## src/pkg/cbd_defines.svh

```systemverilog
// constants for the bus cycle and addressing mode decoder
// assumes inclusion by bare name from rtl files
`ifndef CBD_DEFINES_SVH
`define CBD_DEFINES_SVH
`define CBD_VEC_PAGE 8'hFF
`define CBD_RESET_VEC_LO 8'hFE
`define CBD_SWI_VEC_LO 8'hFC
`define CBD_PREFIX_OP 8'h9E
`define CBD_SP_RESET 16'h00FF
`define CBD_SWI_OP 8'h83
`define CBD_MAX_CYC 4'hF
`endif

```

## src/pkg/cbd_pkg.sv

```systemverilog
// types shared by the decoder and its cycle sequencer
// assumes nothing beyond a SystemVerilog compiler
package cbd_pkg;
  typedef enum logic [3:0] {
    CBD_M_INH, CBD_M_IMM, CBD_M_DIR, CBD_M_EXT, CBD_M_REL, CBD_M_IX,
    CBD_M_IX1, CBD_M_INDEX_OFFSET16, CBD_M_INDEX_POSTINC,
    CBD_M_INDEX_OFFSET8_POSTINC, CBD_M_STACK_OFFSET8, CBD_M_STACK_OFFSET16
  } cbd_mode_t;
  typedef enum logic [2:0] {
    CBD_C_FREE, CBD_C_FETCH, CBD_C_READ, CBD_C_WRITE, CBD_C_PUSH,
    CBD_C_POP, CBD_C_VEC
  } cbd_cyc_t;
endpackage : cbd_pkg

```

## src/pkg/cbd_seq_if.sv

```systemverilog
// carries a decoded instruction from decoder to cycle sequencer
// assumes one clock domain shared by both ends
`timescale 1ns/1ps
interface cbd_seq_if;
  import cbd_pkg::*;
  logic start;
  logic [3:0] n_cyc;
  logic busy;
  modport dec (output start, n_cyc, input busy);
  modport seq (input start, n_cyc, output busy);
endinterface : cbd_seq_if

```

## src/rtl/cbd_core.sv

```systemverilog
// bus cycle classifier and effective address unit
// Overview of operation
// RULE1 - free cycle: bus unused, one clock, read
// RULE2 - fetch reads next sequential program byte
// RULE3 - vector pair from top page, high first
// RULE4 - push writes one byte to stack
// RULE5 - pop reads one byte from stack
// RULE6 - operand read moves one byte in
// RULE7 - operand write moves one byte out
// RULE8 - postinc mode uses index then increments
// RULE9 - offset8 postinc adds offset then increments
// RULE10 - stack offset8 adds unsigned byte to SP
// RULE11 - stack offset16 adds word to SP
// RULE12 - index offset16 adds word to H:X
// RULE13 - relative adds offset byte to PC
// RULE14 - branch range -128..+127 from next
// RULE15 - decode length, mode, cycles; sequence cycles
// assumes the core feeds opcode, operands, index, SP and PC
`timescale 1ns/1ps
`include "cbd_defines.svh"
module cbd_core
  import cbd_pkg::*;
(
  // clock and reset
  input wire logic i_mclk,
  input wire logic i_arst_n,
  // instruction from the core
  input wire logic i_op_valid,
  input wire logic i_prefix,
  input wire logic [7:0] i_opcode,
  input wire logic [15:0] i_operand,
  input wire logic i_write_op,
  input wire logic [7:0] i_wdata,
  // core registers
  input wire logic [15:0] i_index,
  input wire logic [15:0] i_sp,
  input wire logic [15:0] i_pc,
  // bus read data
  input wire logic [7:0] i_rdata,
  // decode results
  output logic o_busy,
  output logic [1:0] o_len,
  output cbd_mode_t o_mode,
  output logic [3:0] o_cycles,
  output logic [15:0] o_ea,
  output logic [15:0] o_index_next,
  output logic [15:0] o_branch_pc,
  // system bus
  output cbd_cyc_t o_cyc,
  output logic o_bus_used,
  output logic o_rd,
  output logic [15:0] o_addr,
  output logic [7:0] o_wdata,
  output logic [7:0] o_rbyte
);
  cbd_seq_if sif();
  logic [3:0] left;
  cbd_seq u_seq (
    .i_mclk(i_mclk),
    .i_arst_n(i_arst_n),
    .sif(sif),
    .o_left(left)
  );
  ////////////////////////////////////////////////////////////////////////
  // decode of length, mode and cycle count
  cbd_mode_t mode;
  logic [1:0] len;
  logic [3:0] ncyc;
  logic [3:0] hi;
  logic [3:0] lo;
  always_comb begin
    hi = i_opcode[7:4];
    lo = i_opcode[3:0];
    mode = CBD_M_INH;
    len = 2'd1;
    ncyc = 4'h1;
    if (i_prefix) begin
      unique case (hi)
        4'hD: begin
          mode = CBD_M_STACK_OFFSET16;
          len = 2'd3;
          ncyc = 4'h5;
        end
        default: begin
          mode = CBD_M_STACK_OFFSET8;
          len = 2'd2;
          ncyc = (hi == 4'hE) ? 4'h4 : 4'h6;
        end
      endcase
    end else begin
      unique case (hi)
        4'h2, 4'h9: begin
          mode = (hi == 4'h9 && lo > 4'h3) ? CBD_M_INH : CBD_M_REL;
          len = (mode == CBD_M_REL) ? 2'd2 : 2'd1;
          ncyc = (mode == CBD_M_REL) ? 4'h3 : 4'h1;
        end
        4'h3, 4'hB: begin
          mode = CBD_M_DIR;
          len = 2'd2;
          ncyc = (hi == 4'h3) ? 4'h5 : 4'h3;
        end
        4'h6: begin
          mode = (lo == 4'h1) ? CBD_M_INDEX_OFFSET8_POSTINC : CBD_M_IX1;
          len = (lo == 4'h1) ? 2'd3 : 2'd2;
          ncyc = 4'h5;
        end
        4'h7: begin
          mode = (lo == 4'h1) ? CBD_M_INDEX_POSTINC : CBD_M_IX;
          len = (lo == 4'h1) ? 2'd2 : 2'd1;
          ncyc = (lo == 4'h1) ? 4'h5 : 4'h4;
        end
        4'hA: begin
          mode = CBD_M_IMM;
          len = 2'd2;
          ncyc = 4'h2;
        end
        4'hC: begin
          mode = CBD_M_EXT;
          len = 2'd3;
          ncyc = 4'h4;
        end
        4'hD: begin
          mode = CBD_M_INDEX_OFFSET16;
          len = 2'd3;
          ncyc = 4'h4;
        end
        4'hE: begin
          mode = CBD_M_IX1;
          len = 2'd2;
          ncyc = 4'h3;
        end
        4'hF: begin
          mode = CBD_M_IX;
          len = 2'd1;
          ncyc = 4'h3;
        end
        4'h8: begin
          ncyc = (i_opcode == `CBD_SWI_OP) ? 4'hB : 4'h2;
        end
        default: begin
          mode = CBD_M_INH;
        end
      endcase
    end
  end
  ////////////////////////////////////////////////////////////////////////
  // effective address and branch target
  logic [15:0] ea;
  logic [15:0] rel_ext;
  logic [15:0] next_pc;
  always_comb begin
    next_pc = i_pc + {14'h0000, len};
    // sign extension keeps the target inside -128..+127 of next_pc
    rel_ext = {{8{i_operand[7]}}, i_operand[7:0]}; // RULE14
    ea = i_operand;
    unique case (mode)
      CBD_M_DIR: ea = {8'h00, i_operand[7:0]};
      CBD_M_IX, CBD_M_INDEX_POSTINC: ea = i_index; // RULE8
      CBD_M_IX1: ea = i_index + {8'h00, i_operand[7:0]};
      CBD_M_INDEX_OFFSET8_POSTINC:
        ea = i_index + {8'h00, i_operand[7:0]}; // RULE9
      CBD_M_STACK_OFFSET8: ea = i_sp + {8'h00, i_operand[7:0]}; // RULE10
      CBD_M_STACK_OFFSET16: ea = i_sp + i_operand; // RULE11
      CBD_M_INDEX_OFFSET16: ea = i_index + i_operand; // RULE12
      CBD_M_REL: ea = next_pc + rel_ext; // RULE13
      default: ea = i_operand;
    endcase
  end
  ////////////////////////////////////////////////////////////////////////
  // registered decode outputs and bus cycle
  logic [1:0] len_reg, len_next;
  cbd_mode_t mode_reg, mode_next;
  logic [3:0] cyc_reg, cyc_next;
  logic [15:0] ea_reg, ea_next, ix_reg, ix_next, br_reg, br_next;
  logic [15:0] addr_reg, addr_next, fpc_reg, fpc_next;
  logic [7:0] wd_reg, wd_next, rb_reg, rb_next;
  cbd_cyc_t kind_reg, kind_next;
  logic vec_hi_reg, vec_hi_next;
  logic [2:0] push_reg, push_next;
  logic take;
  always_comb begin
    take = i_op_valid && !sif.busy;
    len_next = len_reg;
    mode_next = mode_reg;
    cyc_next = cyc_reg;
    ea_next = ea_reg;
    ix_next = ix_reg;
    br_next = br_reg;
    wd_next = wd_reg;
    rb_next = rb_reg;
    fpc_next = fpc_reg;
    vec_hi_next = 1'b0;
    push_next = push_reg;
    kind_next = CBD_C_FREE; // RULE1
    addr_next = addr_reg;
    if (take) begin // RULE15
      len_next = len;
      mode_next = mode;
      cyc_next = ncyc;
      ea_next = ea;
      br_next = (mode == CBD_M_REL) ? ea : next_pc;
      ix_next = (mode == CBD_M_INDEX_POSTINC ||
                 mode == CBD_M_INDEX_OFFSET8_POSTINC) ?
                i_index + 16'h0001 : i_index; // RULE8 RULE9
      if (i_opcode == `CBD_SWI_OP && !i_prefix) begin
        // pushed bytes are not seen here, only their stack addresses
        kind_next = CBD_C_PUSH; // RULE4
        addr_next = i_sp;
        push_next = 3'h4;
      end else if (mode == CBD_M_INH || mode == CBD_M_IMM ||
                   mode == CBD_M_REL) begin
        kind_next = CBD_C_FETCH; // RULE2
        fpc_next = fpc_reg + 16'h0001;
        addr_next = fpc_next;
      end else if (i_write_op) begin
        kind_next = CBD_C_WRITE; // RULE7
        wd_next = i_wdata;
        addr_next = ea;
      end else begin
        kind_next = (mode == CBD_M_STACK_OFFSET8 ||
                     mode == CBD_M_STACK_OFFSET16) ?
                    CBD_C_POP : CBD_C_READ; // RULE5 RULE6
        addr_next = ea;
      end
    end else if (push_reg != 3'h0) begin
      // stack grows downward, one byte per push
      kind_next = CBD_C_PUSH; // RULE4
      addr_next = addr_reg - 16'h0001;
      push_next = push_reg - 3'h1;
    end else if (kind_reg == CBD_C_PUSH) begin
      kind_next = CBD_C_VEC; // RULE3
      addr_next = {`CBD_VEC_PAGE, `CBD_SWI_VEC_LO};
      vec_hi_next = 1'b1;
    end else if (vec_hi_reg) begin
      kind_next = CBD_C_VEC; // RULE3
      addr_next = addr_reg + 16'h0001;
    end
    if (kind_reg == CBD_C_READ || kind_reg == CBD_C_POP) begin
      rb_next = i_rdata; // RULE6
    end
  end
  always_ff @(posedge i_mclk or negedge i_arst_n) begin
    if (!i_arst_n) begin
      len_reg <= 2'd0;
      mode_reg <= CBD_M_INH;
      cyc_reg <= 4'h0;
      ea_reg <= 16'h0000;
      ix_reg <= 16'h0000;
      br_reg <= 16'h0000;
      wd_reg <= 8'h00;
      rb_reg <= 8'h00;
      fpc_reg <= 16'h0000;
      addr_reg <= 16'h0000;
      kind_reg <= CBD_C_FREE;
      vec_hi_reg <= 1'b0;
      push_reg <= 3'h0;
    end else begin
      len_reg <= len_next;
      mode_reg <= mode_next;
      cyc_reg <= cyc_next;
      ea_reg <= ea_next;
      ix_reg <= ix_next;
      br_reg <= br_next;
      wd_reg <= wd_next;
      rb_reg <= rb_next;
      fpc_reg <= fpc_next;
      addr_reg <= addr_next;
      kind_reg <= kind_next;
      vec_hi_reg <= vec_hi_next;
      push_reg <= push_next;
    end
  end
  assign sif.start = take;
  assign sif.n_cyc = ncyc;
  assign o_busy = sif.busy || (left > 4'h1);
  assign o_len = len_reg;
  assign o_mode = mode_reg;
  assign o_cycles = cyc_reg;
  assign o_ea = ea_reg;
  assign o_index_next = ix_reg;
  assign o_branch_pc = br_reg;
  assign o_cyc = kind_reg;
  // a free cycle keeps the bus idle but reads as a read cycle
  assign o_bus_used = (kind_reg != CBD_C_FREE); // RULE1
  assign o_rd = (kind_reg != CBD_C_WRITE) &&
                (kind_reg != CBD_C_PUSH); // RULE4 RULE7
  assign o_addr = addr_reg;
  assign o_wdata = wd_reg;
  assign o_rbyte = rb_reg;
endmodule : cbd_core

```

## src/rtl/cbd_seq.sv

```systemverilog
// sequencer: steps through the extra cycles of one instruction
// assumes start is pulsed only while busy is low
`timescale 1ns/1ps
module cbd_seq
  import cbd_pkg::*;
(
  // clock and reset
  input wire logic i_mclk,
  input wire logic i_arst_n,
  // link to decoder
  cbd_seq_if.seq sif,
  // status
  output logic [3:0] o_left
);
  logic [3:0] cnt_reg, cnt_next;
  always_comb begin
    cnt_next = cnt_reg;
    if (sif.start) begin
      cnt_next = sif.n_cyc;
    end else if (cnt_reg != 4'h0) begin
      cnt_next = cnt_reg - 4'h1;
    end
  end
  always_ff @(posedge i_mclk or negedge i_arst_n) begin
    if (!i_arst_n) begin
      cnt_reg <= 4'h0;
    end else begin
      cnt_reg <= cnt_next;
    end
  end
  assign sif.busy = (cnt_reg > 4'h1);
  assign o_left = cnt_reg;
endmodule : cbd_seq

```

## config.mk

```make
export PLATFORM = sky130hd
export DESIGN_NAME = cbd_core
export DESIGN_NICKNAME = d
export VERILOG_FILES = /design/src/pkg/cbd_pkg.sv /design/src/pkg/cbd_seq_if.sv /design/src/rtl/cbd_core.sv /design/src/rtl/cbd_seq.sv
export VERILOG_INCLUDE_DIRS = /design/src /design/src/pkg
export SDC_FILE = /design/constraint.sdc
export NUM_CORES = 1
export LEC_CHECK = 0
export ABC_AREA = 0
export BUFFER_PORTS_ARGS = -buffer_cell sky130_fd_sc_hd__buf_2
export CAP_MARGIN = 20
export CORE_MARGIN = 10
export CORE_UTILIZATION = 35
export CTS_CLUSTER_SIZE = 8
export DETAILED_ROUTE_END_ITERATION = 16
export HOLD_SLACK_MARGIN = 0.02
export SETUP_SLACK_MARGIN = 0.15
export SYNTH_ARGS = -nofsm -noshare
export SYNTH_HDL_FRONTEND = slang
export SYNTH_SLANG_ARGS = --single-unit
```

## constraint.sdc

```tcl
create_clock -name i_mclk -period 2.6 [get_ports i_mclk]
set_input_delay 0.26 -clock i_mclk [delete_from_list [all_inputs] [get_ports i_mclk]]
set_output_delay 0.26 -clock i_mclk [all_outputs]
set_load 0.005 [all_outputs]
```

==> flow_metrics.tcl <==
set metrics [dict create \
    grt_pass1_vias 11157 \
    synthCells 1183 \
    synth_area_leaders "dfrtp_1, nand2_1, ha_1" \
    vias 11212 \
    wl_per_cell_um 20.4 \
    netlist_top_cells_count "nand2_1, dfrtp_1, o21ai_0" \
    cp_max_fo 3 \
    grt.total_usage_pct 22.9 \
    synth_area_leader_cell "dfrtp_1" \
    gr-total-overflow 0 \
    rsz0062_at_grt "true" \
    setup-violations-final 47 \
    yosysWarnings 0 \
    postRouteAntennaNets 0 \
    antenna_found_initial 1 \
    ys_types 89 \
    synth_top_family_by_area "compound AO/OA/AOI/OAI gates" \
    slew_viol_final 0 \
    crit_path_max_incr_delay_ps 570 \
    reg2reg_slack_ps 60 \
    max_freq_ghz 0.244 \
    synth_mux_area_share_pct 5.00 \
    core_mm2 0.0277 \
    worstHoldStart "i_rdata[6]" \
    synth_compound_area_share_pct 23.5 \
    first_pass_iters 5 \
    rr_startpoint "fpc_reg[0]" \
    cp.required_ps 2900 \
    cts-root-buf "clkbuf_16" \
    cp-start-kind "primary input" \
    async_flop_share_pct 100 \
    tightestPinTransition_ps 640 \
    worst-r2r-cell-count 11 \
    htree_levels 4 \
    netlist_area_mm2 0.00981 \
    worstSkewPairLatency_ps 430 \
    crit_slowest_cell "or4b_4" \
    port-buffer-count 188 \
    maxCapViolCount 0 \
    crit_buf_inv 2 \
    wl_um 42000 \
    place_hpwl_um 32200 \
    synth_xor_area_share_pct 9.78 \
    grt_max_degree 46 \
    drtIter0Drc 1132 \
    setup_ws_ps -1510 \
    die_width_um 187 \
    seq_area_frac_synth_pct 29.8 \
    yosys.area_share.simple_pct 21.6 \
    clkSinkCount 117 \
    power.density_mw_per_mm2 779 \
    skew_ps 11.1 \
    clock_path_buffers 2 \
    fin_crit_ps 4110 \
    vdd_ir_drop_max_mv 0.527 \
    pre_cts_ws_ps -2010 \
    syn_area_per_cell_um2 8.29 \
    ios 189 \
    min_path_cells 2 \
    syn_to_final_growth_pct 57.5 \
    hold_class "in2reg" \
    critical_path_class "in2reg" \
    drc 0 \
    period_share_pct 158 \
    fillers 2485 \
    synthAdderAreaFrac_pct 7.07 \
    worstReg2RegEnd "o_addr[14]" \
    start_util_pct 35.4 \
    nets 1808 \
    rows 61 \
    cts_tree "yes" \
    min_to "o_rbyte[6]" \
    synth_nets 1329 \
    path_clk_slew_ps 70 \
    crit_chain "buf_6 -> or4b_4 -> nor2_4 -> xor2_1 -> o22ai_2 -> a21oi_2 -> ha_2 -> buf_6 -> a21oi_4 -> nor4b_2 -> xor2_1 -> ha_1 -> a21o_1 -> nor4_4 -> nand3_2 -> nand2_2 -> xnor2_2 -> a2111o_1 -> o221ai_2 -> a21oi_2" \
    ys_ff_latch 117 \
    gp_congestion 0.957 \
    arrival_ps 4410 \
    status "finished, violations left" \
    grt_pass1_wl_um 64000 \
    slew-limit-headroom_pct 57.2 \
    drive_gt1_share_pct 45.4 \
    synth_edf_count 0 \
    critPathTopFamily "simple AND/OR/NAND/NOR gates" \
    violations "negative setup slack" \
    utilization_pct 55.8 \
    p_leak_nw 7.01 \
    die_area_mm2 0.0351 \
    yosysMostFrequentCell "nand2_1" \
    cp-end-kind "flop" \
    die_y_um 187 \
    yosys_most_used_dff "dfrtp_1" \
    synth_top_area_share_pct 29.8 \
    hold_viol 0 \
    via_per_inst 5.46 \
    diodes 0 \
    cts_inserted_buffers 17 \
]
[cells in the final DEF, fill, tap and decap left out, drive strengths merged, types with 19 or more instances in the layout]
cell type,instances
xnor2,53
buf,515
nand3,35
mux2,35
ha,49
a21oi,63
a21o,26
o21ai,99
nand2,171
nor3,36
inv,28
xor2,54
dfrtp,117
nor2,86
a31oi,19
[worst max-delay path by stage]
stage	depth (start not counted)	end	from	slack, ps
finish	20	o_addr[10]	i_opcode[3]	-1510
global route	20	o_addr[10]	i_opcode[3]	-1620
CTS	20	o_addr[12]	i_opcode[2]	-1340
detailed placement	20	o_addr[12]	i_opcode[1]	-2010
global placement	20	o_ea[12]	i_opcode[1]	-1960
floorplan	18	o_addr[15]	i_opcode[1]	-1400
[timing repair]
action	4_1_cts	5_1_grt
gates resized for setup	95	96
pin swaps	64	73
hold buffers	1	0
buffers inserted	22	22
setup endpoints to repair	58	55
gates cloned	1	0
hold endpoints to repair	39	0
[cell families (layout without fill, tap and decap cells)]
| kind of cell | Yosys count | in the layout |
|---|---|---|
| AO/OA/AOI/OAI | 345 | 345 |
| XOR/XNOR | 108 | 108 |
| adder cells (fa/ha/maj) | 53 | 53 |
| buffers and inverters | 79 | 570 |
| flip-flops | 117 | 117 |
| multiplexers | 43 | 43 |
| AND/OR/NAND/NOR | 438 | 439 |
[worst reg2reg max path, stage by stage, from the launching register on]
cell and delay (ps):
dfrtp_1 430, ha_1 200, nand3_1 120, nor4_1 400
buf_4 210, and3_1 200, buf_4 130, nand3_1 100
xor2_1 150, nor2_1 80, a211oi_1 270, o22ai_1 130
[routing by layer]
metal  vias up  track usage (%)  wire, µm
li1       5323                -         -
met1      5412             31.2     19000
met2       413             35.7     19300
met3        62             4.16      2650
met4         2             7.29       949
met5         -                0        18
[cell type report]
cell class,count,area [µm²],share of cell area [%]
tap,378,473,3.06
inverter,22,82.6,0.535
timing repair buffer,516,3610,23.4
multi-input combinational,988,7720,50.0
sequential,117,2930,19.0
clock buffer,18,439,2.84
clock inverter,14,190,1.23
[power by group]
group	switching (mW)	internal, mW	total [mW]
registers	0.618	2.60	3.22
clock network	1.07	1.57	2.64
logic	3.22	2.96	6.17
[through the flow]
stage,total power [mW],std cells,TNS [ps],hold WS (ps),instance area [µm²]
3_5_place_dp,8.80,1975,-82650,296,13500
2_1_floorplan,6.18,1183,-45940,-35.6,10100
3_3_place_gp,8.70,1975,-79660,290,13500
6_report,12.0,2053,-55130,53.1,15400
4_1_cts,11.8,2031,-49330,42.3,14800
5_1_grt,12.9,2053,-61350,43.4,15400
Power figures use the tool's default switching activity.
